### src/verilog/bst_pkg.sv
package bst_pkg;

  // ****************************************
  // instruction register
  // ****************************************
  localparam int IR_W = 4;
  localparam logic [3:0] IR_EXTEST = 4'h0;
  localparam logic [3:0] IR_IDCODE = 4'h1;
  localparam logic [3:0] IR_SAMPLE = 4'h2;
  localparam logic [3:0] IR_FLOAT_OUTPUTS_BYPASS = 4'h3;
  localparam logic [3:0] IR_DRIVE_CELLS_BYPASS = 4'h4;
  localparam logic [3:0] IR_BYPASS = 4'hF;
  localparam logic [3:0] IR_CAPTURE = 4'h1;

  // ****************************************
  // identity register layout and defaults
  // ****************************************
  localparam int ID_W = 32;
  localparam logic [3:0] ID_VERSION_DFLT = 4'h1;   // arbitrary value
  localparam logic [15:0] ID_PART_DFLT = 16'h5A5A; // arbitrary value
  localparam logic [10:0] ID_MAKER_DFLT = 11'h155; // arbitrary value
  localparam int BST_CELLS_DFLT = 8;

  // ****************************************
  // controller states, one-hot
  // ****************************************
  typedef enum logic [15:0] {
    ST_TLR = 16'h0001, ST_RTI = 16'h0002, ST_SDS = 16'h0004, ST_CDR = 16'h0008,
    ST_SHDR = 16'h0010, ST_E1DR = 16'h0020, ST_PDR = 16'h0040, ST_E2DR = 16'h0080,
    ST_UDR = 16'h0100, ST_SIS = 16'h0200, ST_CIR = 16'h0400, ST_SHIR = 16'h0800,
    ST_E1IR = 16'h1000, ST_PIR = 16'h2000, ST_E2IR = 16'h4000, ST_UIR = 16'h8000
  } bst_state_e;

  // decoded instruction: {select boundary, select identity, test mode, float}
  function automatic logic [3:0] bst_decode(input logic [3:0] ir);
    logic [3:0] d;
    unique case (ir)
      IR_EXTEST: d = 4'b1010;
      IR_SAMPLE: d = 4'b1000;
      IR_IDCODE: d = 4'b0100;
      IR_FLOAT_OUTPUTS_BYPASS: d = 4'b0001;
      IR_DRIVE_CELLS_BYPASS: d = 4'b0010;
      default: d = 4'b0000; // reserved codes and bypass: one-bit path, normal mode
    endcase
    return d;
  endfunction

endpackage

### src/verilog/bst_cell.sv
`timescale 1ns/1ps
// ****************************************
// one boundary cell: shift stage and held output stage
// ****************************************
module bst_cell import bst_pkg::*; (
  input wire logic sys_clk_in,
  input wire logic rst_in,
  input wire logic capture_en_in,
  input wire logic shift_en_in,
  input wire logic update_en_in,
  input wire logic test_mode_in,
  input wire logic scan_in,
  input wire logic observe_in,
  input wire logic sys_val_in,
  output logic scan_out,
  output logic par_out
);
  logic shift_ff;
  logic hold_ff;
  logic nxt_shift;
  logic nxt_hold;

  // capture or shift into the serial stage; update copies to the hold stage
  always_comb begin
    nxt_shift = shift_ff;
    nxt_hold = hold_ff;
    if (capture_en_in) begin
      nxt_shift = observe_in;
    end else if (shift_en_in) begin
      nxt_shift = scan_in;
    end
    // enabled register stands in for the latch so the cell stays on one clock
    if (update_en_in) begin
      nxt_hold = shift_ff;
    end
  end

  always_ff @(posedge sys_clk_in) begin
    if (rst_in) begin
      shift_ff <= 1'b0;
      hold_ff <= 1'b0;
    end else begin
      shift_ff <= nxt_shift;
      hold_ff <= nxt_hold;
    end
  end

  assign scan_out = shift_ff;
  // normal mode passes the system value straight through
  assign par_out = test_mode_in ? hold_ff : sys_val_in;

endmodule

### src/verilog/bst_tap.sv
`timescale 1ns/1ps
// ****************************************
// boundary-scan test access port
// ****************************************
module bst_tap import bst_pkg::*; #(
  parameter int NUM_CELLS = BST_CELLS_DFLT,
  parameter logic [3:0] ID_VERSION = ID_VERSION_DFLT,
  parameter logic [15:0] ID_PART = ID_PART_DFLT,
  parameter logic [10:0] ID_MAKER = ID_MAKER_DFLT
) (
  input wire logic sys_clk_in,
  input wire logic rst_in,
  input wire logic sw_reset_in,
  input wire logic por_in,
  input wire logic tck_in,
  input wire logic tms_in,
  input wire logic tdi_in,
  output logic tdo_out,
  output logic tdo_oe_out,
  input wire logic [NUM_CELLS-1:0] pad_val_in,
  input wire logic [NUM_CELLS-1:0] core_val_in,
  input wire logic [NUM_CELLS-1:0] core_oe_in,
  output logic [NUM_CELLS-1:0] pad_val_out,
  output logic [NUM_CELLS-1:0] pad_oe_out
);

  // refused at elaboration: the chain needs at least one cell
  if (NUM_CELLS < 1) begin : g_bad_cells
    $error("NUM_CELLS must be at least 1");
  end

  localparam logic [31:0] ID_WORD = {ID_VERSION, ID_PART, ID_MAKER, 1'b1};

  // ****************************************
  // pin synchronisers and test clock edges
  // ****************************************
  logic tck_s1_ff, tck_s2_ff, tck_d3_ff;
  logic tms_s1_ff, tms_s2_ff;
  logic tdi_s1_ff, tdi_s2_ff;
  logic por_s1_ff, por_s2_ff;
  logic [NUM_CELLS-1:0] pad_s1_ff;
  logic [NUM_CELLS-1:0] pad_s2_ff;

  // two flops per pin; edge detect reads only the second stage onward
  always_ff @(posedge sys_clk_in) begin
    if (rst_in) begin
      {tck_s1_ff, tck_s2_ff, tck_d3_ff} <= 3'h7;
      {tms_s1_ff, tms_s2_ff, tdi_s1_ff, tdi_s2_ff} <= 4'hF;
      {por_s1_ff, por_s2_ff} <= 2'h0;
      pad_s1_ff <= '0;
      pad_s2_ff <= '0;
    end else begin
      {tck_s1_ff, tck_s2_ff, tck_d3_ff} <= {tck_in, tck_s1_ff, tck_s2_ff};
      {tms_s1_ff, tms_s2_ff} <= {tms_in, tms_s1_ff};
      {tdi_s1_ff, tdi_s2_ff} <= {tdi_in, tdi_s1_ff};
      {por_s1_ff, por_s2_ff} <= {por_in, por_s1_ff};
      pad_s1_ff <= pad_val_in;
      pad_s2_ff <= pad_s1_ff;
    end
  end

  logic tck_rise, tck_fall, soft_clear;
  assign tck_rise = tck_s2_ff & ~tck_d3_ff;
  assign tck_fall = ~tck_s2_ff & tck_d3_ff;
  // no sleep input here: the port keeps working while the core sleeps
  assign soft_clear = sw_reset_in | por_s2_ff;

  // ****************************************
  // controller state
  // ****************************************
  bst_state_e state_ff, nxt_state;

  always_comb begin
    nxt_state = state_ff;
    if (soft_clear) begin
      nxt_state = ST_TLR;
    end else if (tck_rise) begin
      unique case (state_ff)
        ST_TLR: nxt_state = tms_s2_ff ? ST_TLR : ST_RTI;
        ST_RTI: nxt_state = tms_s2_ff ? ST_SDS : ST_RTI;
        ST_SDS: nxt_state = tms_s2_ff ? ST_SIS : ST_CDR;
        ST_CDR: nxt_state = tms_s2_ff ? ST_E1DR : ST_SHDR;
        ST_SHDR: nxt_state = tms_s2_ff ? ST_E1DR : ST_SHDR;
        ST_E1DR: nxt_state = tms_s2_ff ? ST_UDR : ST_PDR;
        ST_PDR: nxt_state = tms_s2_ff ? ST_E2DR : ST_PDR;
        ST_E2DR: nxt_state = tms_s2_ff ? ST_UDR : ST_SHDR;
        ST_UDR: nxt_state = tms_s2_ff ? ST_SDS : ST_RTI;
        ST_SIS: nxt_state = tms_s2_ff ? ST_TLR : ST_CIR;
        ST_CIR: nxt_state = tms_s2_ff ? ST_E1IR : ST_SHIR;
        ST_SHIR: nxt_state = tms_s2_ff ? ST_E1IR : ST_SHIR;
        ST_E1IR: nxt_state = tms_s2_ff ? ST_UIR : ST_PIR;
        ST_PIR: nxt_state = tms_s2_ff ? ST_E2IR : ST_PIR;
        ST_E2IR: nxt_state = tms_s2_ff ? ST_UIR : ST_SHIR;
        ST_UIR: nxt_state = tms_s2_ff ? ST_SDS : ST_RTI;
        default: nxt_state = ST_TLR; // illegal one-hot code recovers to reset
      endcase
    end
  end

  always_ff @(posedge sys_clk_in) begin
    if (rst_in) begin
      state_ff <= ST_TLR;
    end else begin
      state_ff <= nxt_state;
    end
  end

  // ****************************************
  // instruction register and decode
  // ****************************************
  logic [IR_W-1:0] ir_sh_ff, ir_ff, nxt_ir_sh, nxt_ir;
  logic [3:0] dec;
  logic sel_bnd, sel_id, test_mode, float_out;
  assign dec = bst_decode(ir_ff);
  assign {sel_bnd, sel_id, test_mode, float_out} = dec;

  always_comb begin
    nxt_ir_sh = ir_sh_ff;
    nxt_ir = ir_ff;
    if (soft_clear || state_ff == ST_TLR) begin
      nxt_ir = IR_IDCODE;
    end else if (tck_rise && state_ff == ST_CIR) begin
      nxt_ir_sh = IR_CAPTURE;
    end else if (tck_rise && state_ff == ST_SHIR) begin
      nxt_ir_sh = {tdi_s2_ff, ir_sh_ff[IR_W-1:1]};
    end else if (tck_fall && state_ff == ST_UIR) begin
      nxt_ir = ir_sh_ff;
    end
  end

  always_ff @(posedge sys_clk_in) begin
    if (rst_in) begin
      ir_sh_ff <= IR_CAPTURE;
      ir_ff <= IR_IDCODE;
    end else begin
      ir_sh_ff <= nxt_ir_sh;
      ir_ff <= nxt_ir;
    end
  end

  // ****************************************
  // data registers: bypass, identity, boundary chain
  // ****************************************
  logic byp_ff, nxt_byp;
  logic [ID_W-1:0] id_sh_ff, nxt_id_sh;
  logic cap_bnd, shift_bnd, upd_bnd;
  logic [NUM_CELLS:0] chain;
  logic [NUM_CELLS-1:0] cell_par;

  // boundary and identity strobes gated by their selects; the bypass bit captures and shifts under every instruction
  assign cap_bnd = tck_rise & (state_ff == ST_CDR) & sel_bnd;
  assign shift_bnd = tck_rise & (state_ff == ST_SHDR) & sel_bnd;
  assign upd_bnd = tck_fall & (state_ff == ST_UDR) & sel_bnd;

  always_comb begin
    nxt_byp = byp_ff;
    nxt_id_sh = id_sh_ff;
    if (tck_rise && state_ff == ST_CDR) begin
      nxt_byp = 1'b0;
      if (sel_id) begin
        nxt_id_sh = ID_WORD;
      end
    end else if (tck_rise && state_ff == ST_SHDR) begin
      nxt_byp = tdi_s2_ff;
      if (sel_id) begin
        nxt_id_sh = {tdi_s2_ff, id_sh_ff[ID_W-1:1]};
      end
    end
  end

  always_ff @(posedge sys_clk_in) begin
    if (rst_in) begin
      byp_ff <= 1'b0;
      id_sh_ff <= ID_WORD;
    end else begin
      byp_ff <= nxt_byp;
      id_sh_ff <= nxt_id_sh;
    end
  end

  // one cell per covered pin, chain shifts from tdi toward cell 0
  assign chain[NUM_CELLS] = tdi_s2_ff;
  for (genvar i = 0; i < NUM_CELLS; i++) begin : g_cell
    bst_cell u_cell (
      .sys_clk_in(sys_clk_in),
      .rst_in(rst_in),
      .capture_en_in(cap_bnd),
      .shift_en_in(shift_bnd),
      .update_en_in(upd_bnd),
      .test_mode_in(test_mode),
      .scan_in(chain[i+1]),
      .observe_in(pad_s2_ff[i]),
      .sys_val_in(core_val_in[i]),
      .scan_out(chain[i]),
      .par_out(cell_par[i])
    );
  end

  // ****************************************
  // pin drive and test data out
  // ****************************************
  logic [NUM_CELLS-1:0] pad_val_ff, pad_oe_ff, nxt_pad_val, nxt_pad_oe;
  logic tdo_ff, tdo_oe_ff, nxt_tdo, nxt_tdo_oe;

  always_comb begin
    nxt_pad_val = cell_par;
    nxt_pad_oe = core_oe_in;
    if (float_out) begin
      nxt_pad_oe = '0;
    end else if (test_mode) begin
      nxt_pad_oe = '1;
    end
    nxt_tdo = tdo_ff;
    nxt_tdo_oe = tdo_oe_ff;
    // shift state holds over the falling edge, so data is valid before the next rise
    if (tck_fall) begin
      nxt_tdo_oe = (state_ff == ST_SHIR) || (state_ff == ST_SHDR);
      if (state_ff == ST_SHIR) begin
        nxt_tdo = ir_sh_ff[0];
      end else if (state_ff == ST_SHDR) begin
        nxt_tdo = sel_bnd ? chain[0] : (sel_id ? id_sh_ff[0] : byp_ff);
      end
    end
  end

  always_ff @(posedge sys_clk_in) begin
    if (rst_in) begin
      pad_val_ff <= '0;
      pad_oe_ff <= '0;
      tdo_ff <= 1'b0;
      tdo_oe_ff <= 1'b0;
    end else begin
      pad_val_ff <= nxt_pad_val;
      pad_oe_ff <= nxt_pad_oe;
      tdo_ff <= nxt_tdo;
      tdo_oe_ff <= nxt_tdo_oe;
    end
  end

  assign pad_val_out = pad_val_ff;
  assign pad_oe_out = pad_oe_ff;
  assign tdo_out = tdo_ff;
  assign tdo_oe_out = tdo_oe_ff;

  // ****************************************
  // checks
  // ****************************************
  property p_hw_reset_tlr;
    @(posedge sys_clk_in) rst_in |=> (state_ff == ST_TLR) && (ir_ff == IR_IDCODE);
  endproperty
  a_hw_reset_tlr: assert property (p_hw_reset_tlr) else $error("no reset state");

  property p_por_tlr;
    @(posedge sys_clk_in) disable iff (rst_in) por_s2_ff |=> state_ff == ST_TLR;
  endproperty
  a_por_tlr: assert property (p_por_tlr) else $error("power-on missed");

  property p_sw_idcode;
    @(posedge sys_clk_in) disable iff (rst_in) sw_reset_in |=> ##1 ir_ff == IR_IDCODE;
  endproperty
  a_sw_idcode: assert property (p_sw_idcode) else $error("idcode not loaded");

  property p_state_on_rise;
    @(posedge sys_clk_in) disable iff (rst_in)
      !tck_rise && !soft_clear |=> $stable(state_ff);
  endproperty
  a_state_on_rise: assert property (p_state_on_rise) else $error("state moved");

  property p_tdo_on_fall;
    @(posedge sys_clk_in) disable iff (rst_in) $changed(tdo_ff) |-> $past(tck_fall);
  endproperty
  a_tdo_on_fall: assert property (p_tdo_on_fall) else $error("tdo off fall");

  property p_ir_update;
    @(posedge sys_clk_in) disable iff (rst_in)
      $changed(ir_ff) |-> $past(tck_fall && state_ff == ST_UIR) ||
        $past(soft_clear || state_ff == ST_TLR);
  endproperty
  a_ir_update: assert property (p_ir_update) else $error("ir changed early");

  property p_bypass_bit;
    @(posedge sys_clk_in) disable iff (rst_in)
      tck_rise && state_ff == ST_SHDR && !soft_clear |=> byp_ff == $past(tdi_s2_ff);
  endproperty
  a_bypass_bit: assert property (p_bypass_bit) else $error("bypass bad");

  property p_id_capture;
    @(posedge sys_clk_in) disable iff (rst_in)
      tck_rise && state_ff == ST_CDR && sel_id && !soft_clear |=> id_sh_ff == ID_WORD;
  endproperty
  a_id_capture: assert property (p_id_capture) else $error("id capture bad");

  property p_float;
    @(posedge sys_clk_in) disable iff (rst_in)
      ir_ff == IR_FLOAT_OUTPUTS_BYPASS |=> pad_oe_out == '0;
  endproperty
  a_float: assert property (p_float) else $error("outputs not floated");

  property p_drive_cells;
    @(posedge sys_clk_in) disable iff (rst_in)
      ir_ff == IR_DRIVE_CELLS_BYPASS |=> pad_oe_out == '1 && pad_val_out == $past(cell_par);
  endproperty
  a_drive_cells: assert property (p_drive_cells) else $error("cells not driven");

endmodule

### config.mk
export PLATFORM = sky130hd
export DESIGN_NAME = bst_tap
export DESIGN_NICKNAME = d
export VERILOG_FILES = /design/src/verilog/bst_pkg.sv /design/src/verilog/bst_cell.sv /design/src/verilog/bst_tap.sv
export SDC_FILE = /design/constraint.sdc
export NUM_CORES = 1
export LEC_CHECK = 0
export BUFFER_PORTS_ARGS = -buffer_cell sky130_fd_sc_hd__buf_2
export CAP_MARGIN = 20
export CORE_AREA = 2 2 98 100
export CTS_CLUSTER_SIZE = 28
export DETAILED_ROUTE_END_ITERATION = 10
export DIE_AREA = 0 0 100 102
export HOLD_SLACK_MARGIN = 0.15
export PLACE_DENSITY_LB_ADDON = 0.1
export SETUP_SLACK_MARGIN = 0.2
export SLEW_MARGIN = 5
export SYNTH_ARGS = -nofsm -noshare
export SYNTH_HDL_FRONTEND = slang
export SYNTH_HIERARCHICAL = 1
export SYNTH_SLANG_ARGS = --single-unit
### constraint.sdc
create_clock -name sys_clk_in -period 2.4 [get_ports sys_clk_in]
set_input_delay 0.48 -clock sys_clk_in [delete_from_list [all_inputs] [get_ports sys_clk_in]]
set_output_delay 0.48 -clock sys_clk_in [all_outputs]
set_load 0.01 [all_outputs]
* Yosys cells after proc, flatten, opt, wreduce, memory -nomap -nowiden *
Cells that the tools add are included.

word-level totals
  register bits = 116
  input port bits = 31
  output and inout bits = 18
  word-level logic and storage cells = 144

operators by class
  eq/ne operators = 22
  muxes and demuxes = 49
  bitwise gates (word level) = 14
  reductions and logical operators = 23

operator list
  cell                    count
  $pmux W16 S12           1
  $mux W32                4
  $mux W16                2
  $mux W1                 28
  $pmux W4 S5             1
  $mux W9                 2
  $eq A16 B1 Y1 const B   1
  $eq A16 B10 Y1 const B  1
  $eq A16 B11 Y1 const B  1
  $eq A16 B12 Y1 const B  1
  $eq A16 B13 Y1 const B  1
  $eq A16 B14 Y1 const B  1
  $eq A16 B15 Y1 const B  1
  $eq A16 B16 Y1 const B  1
  $eq A16 B2 Y1 const B   1
  $eq A16 B3 Y1 const B   1
  $eq A16 B4 Y1 const B   1
  $eq A16 B5 Y1 const B   1
  $eq A16 B6 Y1 const B   1
  $eq A16 B7 Y1 const B   1
  $eq A16 B8 Y1 const B   1
  $eq A16 B9 Y1 const B   1
  $mux W8                 2
  $mux W15                1
  22 further kinds        51

* Depth between registers and ports, before layout *
  depth in word-level cells = 6
  gate-level depth with buffers = 9
  gate-level depth less buffers = 6

* By module *
The synthesis kept the hierarchy.

modules (own cells, without submodules)
  module    times used  cells each  area each (um2)  sequential area each (um2)
  bst_tap   1           407         3876.2           2001.9
  bst_cell  8           9           97.6             40.0

* Worst setup path after synthesis *
OpenSTA, ideal clock, no wires.

  kind = reg2reg
  start point = reg state_ff[12]
  end point = reg g_cell[0].u_cell.shift_ff
  library setup time = 0.123 ns
  data arrival time = 2.480 ns
  data required time = 2.277 ns
  setup slack = -0.203 ns
  cell stages (with the launch flop) = 10
  buffers on the path = 3
  clock period less this slack = 2.603 ns
  path through = dfxtp_1 -> buf_6 -> nor4_2 -> nand2_1 -> or3_1 -> buf_2 -> buf_1 -> nor2_1 -> nor2b_1 -> a211oi_2

on the way
  longest elaborated chain between the ends = 4
  elaborated cells on any way between the ends = 8
  classes of those cells = eq/ne: 2; mux: 1; bitwise: 4; reduce/logical: 1

RTL lines
  what                                           line            source
  from (decl)                                    bst_tap.sv:71   bst_state_e state_ff, nxt_state;
  from (signal assigned)                         bst_tap.sv:104  state_ff <= nxt_state;
  $eq A16 B4 Y1 *                                bst_tap.sv:151  assign cap_bnd = tck_rise & (state_ff == ST_CDR) & sel_bnd;
  $and A1 B1 Y1 * (2 in a row)                   bst_tap.sv:151
  net cap_bnd                                    bst_tap.sv:146  logic cap_bnd, shift_bnd, upd_bnd;
  $mux W1 or $reduce_bool A2 Y1 (tied branches)  n/a
  to (signal assigned)                           bst_cell.sv:43  shift_ff <= nxt_shift;
  to (decl)                                      bst_cell.sv:18  logic shift_ff;

Mark *: on every way through the listed nets, which the timed path passes. The rest lies on a longest branch.
A chain may end at the register's enable or synchronous reset.

* Worst setup path in the final report *
  start point = reg state_ff[4]
  end point = reg state_ff[0]

on the way
  longest elaborated chain between the ends = 3
  elaborated cells on any way between the ends = 20
  classes of those cells = eq/ne: 16; mux: 1; reduce/logical: 3

RTL lines
  what                                                                   line           source
  $eq A16 B16 Y1, or another cell as far along                           bst_tap.sv:78  unique case (state_ff)
  $reduce_or A3 Y1 (no source line) or $reduce_or A2 Y1 (tied branches)  n/a
  $pmux W16 S12 *                                                        bst_tap.sv:78

Mark *: on every way between the ends. The rest lies on a longest branch, timed or not.

==> impl_results.md <==
- Worst rel slew slack: 54.9%
- Classification of the worst setup path: flip-flop to flip-flop
- Routed vias/inst: 5.45
- Dominant synthesized flop cell: dfxtp_1
- Post-Route Skew: 0.0109 ns
- Worst Hold Class: input pin to flip-flop
- Synth Register Bits: 116
- Hold Startpoint: pad_val_in[2]
- Num rows: 35
- Worst-Skew Late Latency: 0.52 ns
- FF-to-FF Start: state_ff[4]$_SDFFE_PP0P_
- Pleak: 2.11 nW
- DIE WIDTH: 100 um
- Routed WL: 10.0 mm
- Post-DP HPWL: 6.57 mm
- Total GRT Usage: 20.6%
- Remaining DRCs: 0
- Async S/R FF share, synth: 0%
- 1st-pass router iterations: 4
- Worst reg2reg setup slack: 0.16 ns
- CTS root buf: clkbuf_8
- CTS clk-pin slew, worst paths: 0.07 ns
- Die height: 102 um
- Hold depth: 2
- Synth area leader: dfxtp_1
- Seq/Total Area, Yosys: 49.9%
- Initial Utilization: 51.1%
- First-pass GRT wire length: 16.3 mm
- Synth Instances: 479
- Cell variety after synth: 50
- CP Max Fanout: 4
- Post-synth EDFFs: 0
- Clk sinks: 116
- Max Fclk: 447 MHz
- I/O Buffers: 48
- Overflow after GRT: 0
- Status: finished clean
- Initial antenna violation count: 0
- Die area: 10200 sq um
- Final slew viol count: 0
- CTS tree: done
- Final min period: 2.24 ns
- Maximum vdd drop: 0.000519 V
- Worst Slack Setup Final: 0.162 ns
- Setup TNS: 0 ns
- Pre-CTS WS: 0.176 ns
- Area growth from synthesis to layout: 24.6%
- Routed length per instance: 14.9 um
- Post-synthesis area per instance: 9.72 sq um
- Fin. Hold Viols: 0
- Maximum buffer depth of the clock tree: 2
- Largest net degree at the start of global routing: 60
- Number of global-route vias before repair: 3400
- Placer Congestion: 0.942
- DRT antenna net count: 0
- WP data required: 2.81 ns
- Vias: 3672
- Share of layout cells above drive strength 1: 28.1%
- Startpoint Class: flip-flop
- Synth Warn #: 6
- Inserted Diodes: 0
- Worst EP arrival: 2.65 ns
- Unrepaired setup endpoints after global routing: yes
- Power Density: 770 nW/um^2
- Post-synth top area share: 49.9%
- Post-synthesis cell area: 4660 sq um
- Final setup vio count: 0
- CP Capture Type: flip-flop
- Initial DRC count: 201
- Reg2Reg Depth: 6
- Final period util: 93.3%
- Area contributors post-synth: dfxtp_1, nor2b_1, mux2i_1
- Syn nets: 510
- Hold EP: pad_s1_ff[2]$_SDFF_PP0_
- Reg2reg end: state_ff[0]$_SDFFE_PP1P_
- Fin nets: 581
- Maxcap violations: 0
- Number of buffers created by CTS: 17
- Htree depth: 4
- Top Ports: 49
- Core ar.: 9110 sq um
- Worst-margin pin slew: 0.673 ns
worst max-delay path, stage by stage (launching register included):
cell and delay (ns):
dfxtp_1 0.31, or4_4 0.58, or4_4 0.44, nor4_4 0.27, or4_1 0.14, nor3_1 0.04, a2111o_1 0.33
worst max path at each step:
stage,startpoint,end,slack [ns],cells past startpoint
6_report,state_ff[4]$_SDFFE_PP0P_,state_ff[0]$_SDFFE_PP1P_,0.16,6
5_1_grt,state_ff[4]$_SDFFE_PP0P_,state_ff[0]$_SDFFE_PP1P_,0.09,6
4_1_cts,state_ff[4]$_SDFFE_PP0P_,state_ff[0]$_SDFFE_PP1P_,0.16,6
3_5_place_dp,state_ff[4]$_SDFFE_PP0P_,state_ff[0]$_SDFFE_PP1P_,0.18,6
3_3_place_gp,state_ff[4]$_SDFFE_PP0P_,state_ff[0]$_SDFFE_PP1P_,0.22,6
2_1_floorplan,state_ff[5]$_SDFFE_PP0P_,state_ff[0]$_SDFFE_PP1P_,0.17,7
synthesized netlist by cell type (all sizes together) (8+ instances only):
cell type,number
a211oi,9
a21oi,33
buf,17
clkbuf,12
dfxtp,116
inv,9
mux2,8
mux2i,20
nand2,30
nand3,28
nor2,38
nor2b,40
nor3,14
nor4,13
o21a,8
o21ai,9
o22a,15
or2,8
layout by cell type, fill, tap and decap left out, types with 9 or more instances in the layout:
cell type and count:
nand2_1 30, clkbuf_16 16, mux2i_1 20, buf_2 48
dfxtp_1 116, nor3_1 10, o22a_1 15, a21oi_1 32
nor2b_1 40, inv_1 9, nor2_1 37, buf_4 26
nand3_1 28
state kept, by name, indices dropped and copies added (netlist names), 4 cells and up:
register and count:
pad_s1_ff 8, id_sh_ff 32, g_cell.u_cell/hold_ff 8, ir_ff 4, ir_sh_ff 4, pad_oe_out 8, g_cell.u_cell/scan_out 8, pad_s2_ff 8
pad_val_out 8, state_ff 16
layer usage:
| metal | up-vias | routed length (um) | GRT usage, % |
|---|---|---|---|
| li1 | 1846 | - | - |
| met1 | 1722 | 4680 | 26.3 |
| met2 | 87 | 4730 | 33.2 |
| met3 | 17 | 452 | 6.22 |
| met4 | 0 | 178 | 7.69 |
| met5 | - | 0 | 0 |
final cells by class:
class | count | area [sq um]
inverter | 9 | 33.8
clock inverter | 15 | 146
tap | 111 | 139
fill | 775 | 3300
multi-input combinational | 325 | 2210
timing repair buffer | 81 | 537
clock buffer | 17 | 414
sequential | 116 | 2320
per-stage QoR:
stage / instance area, sq um / instances / hold WS, ns / utilization [%] / power, mW
after floorplan: 4700 / 479 / 0.389 / - / 2.08
after global placement: 5120 / 636 / 0.394 / 56.2 / 2.14
after detailed placement: 5120 / 636 / 0.400 / 56.2 / 2.14
after CTS: 5720 / 671 / 0.152 / 62.8 / 4.50
after global routing: 5800 / 674 / 0.156 / 63.7 / 4.61
final: 5800 / 674 / 0.171 / 63.7 / 4.47
timing repair:
action,4_1_cts,5_1_grt
hold endpoints to repair,3,0
gates resized for setup,1,9
hold buffers,3,0
setup buffers,0,3
pin swaps,0,4
endpoints found under the setup margin,3,46
report_power, final:
group          switching, mW  internal (mW)
combinational         0.0685         0.0633
sequential            0.0107           1.96
clock                  0.969           1.40
total                   1.05           3.42
logic make-up after synthesis:
logic type / synth area share (%)
AO/OA/AOI/OAI: 13.0
XOR/XNOR: 1.13
buffers and inverters: 4.86
flip-flops: 49.9
multiplexers: 6.23
AND/OR/NAND/NOR: 24.9
No activity file was read; power rests on OpenSTA's default activity.
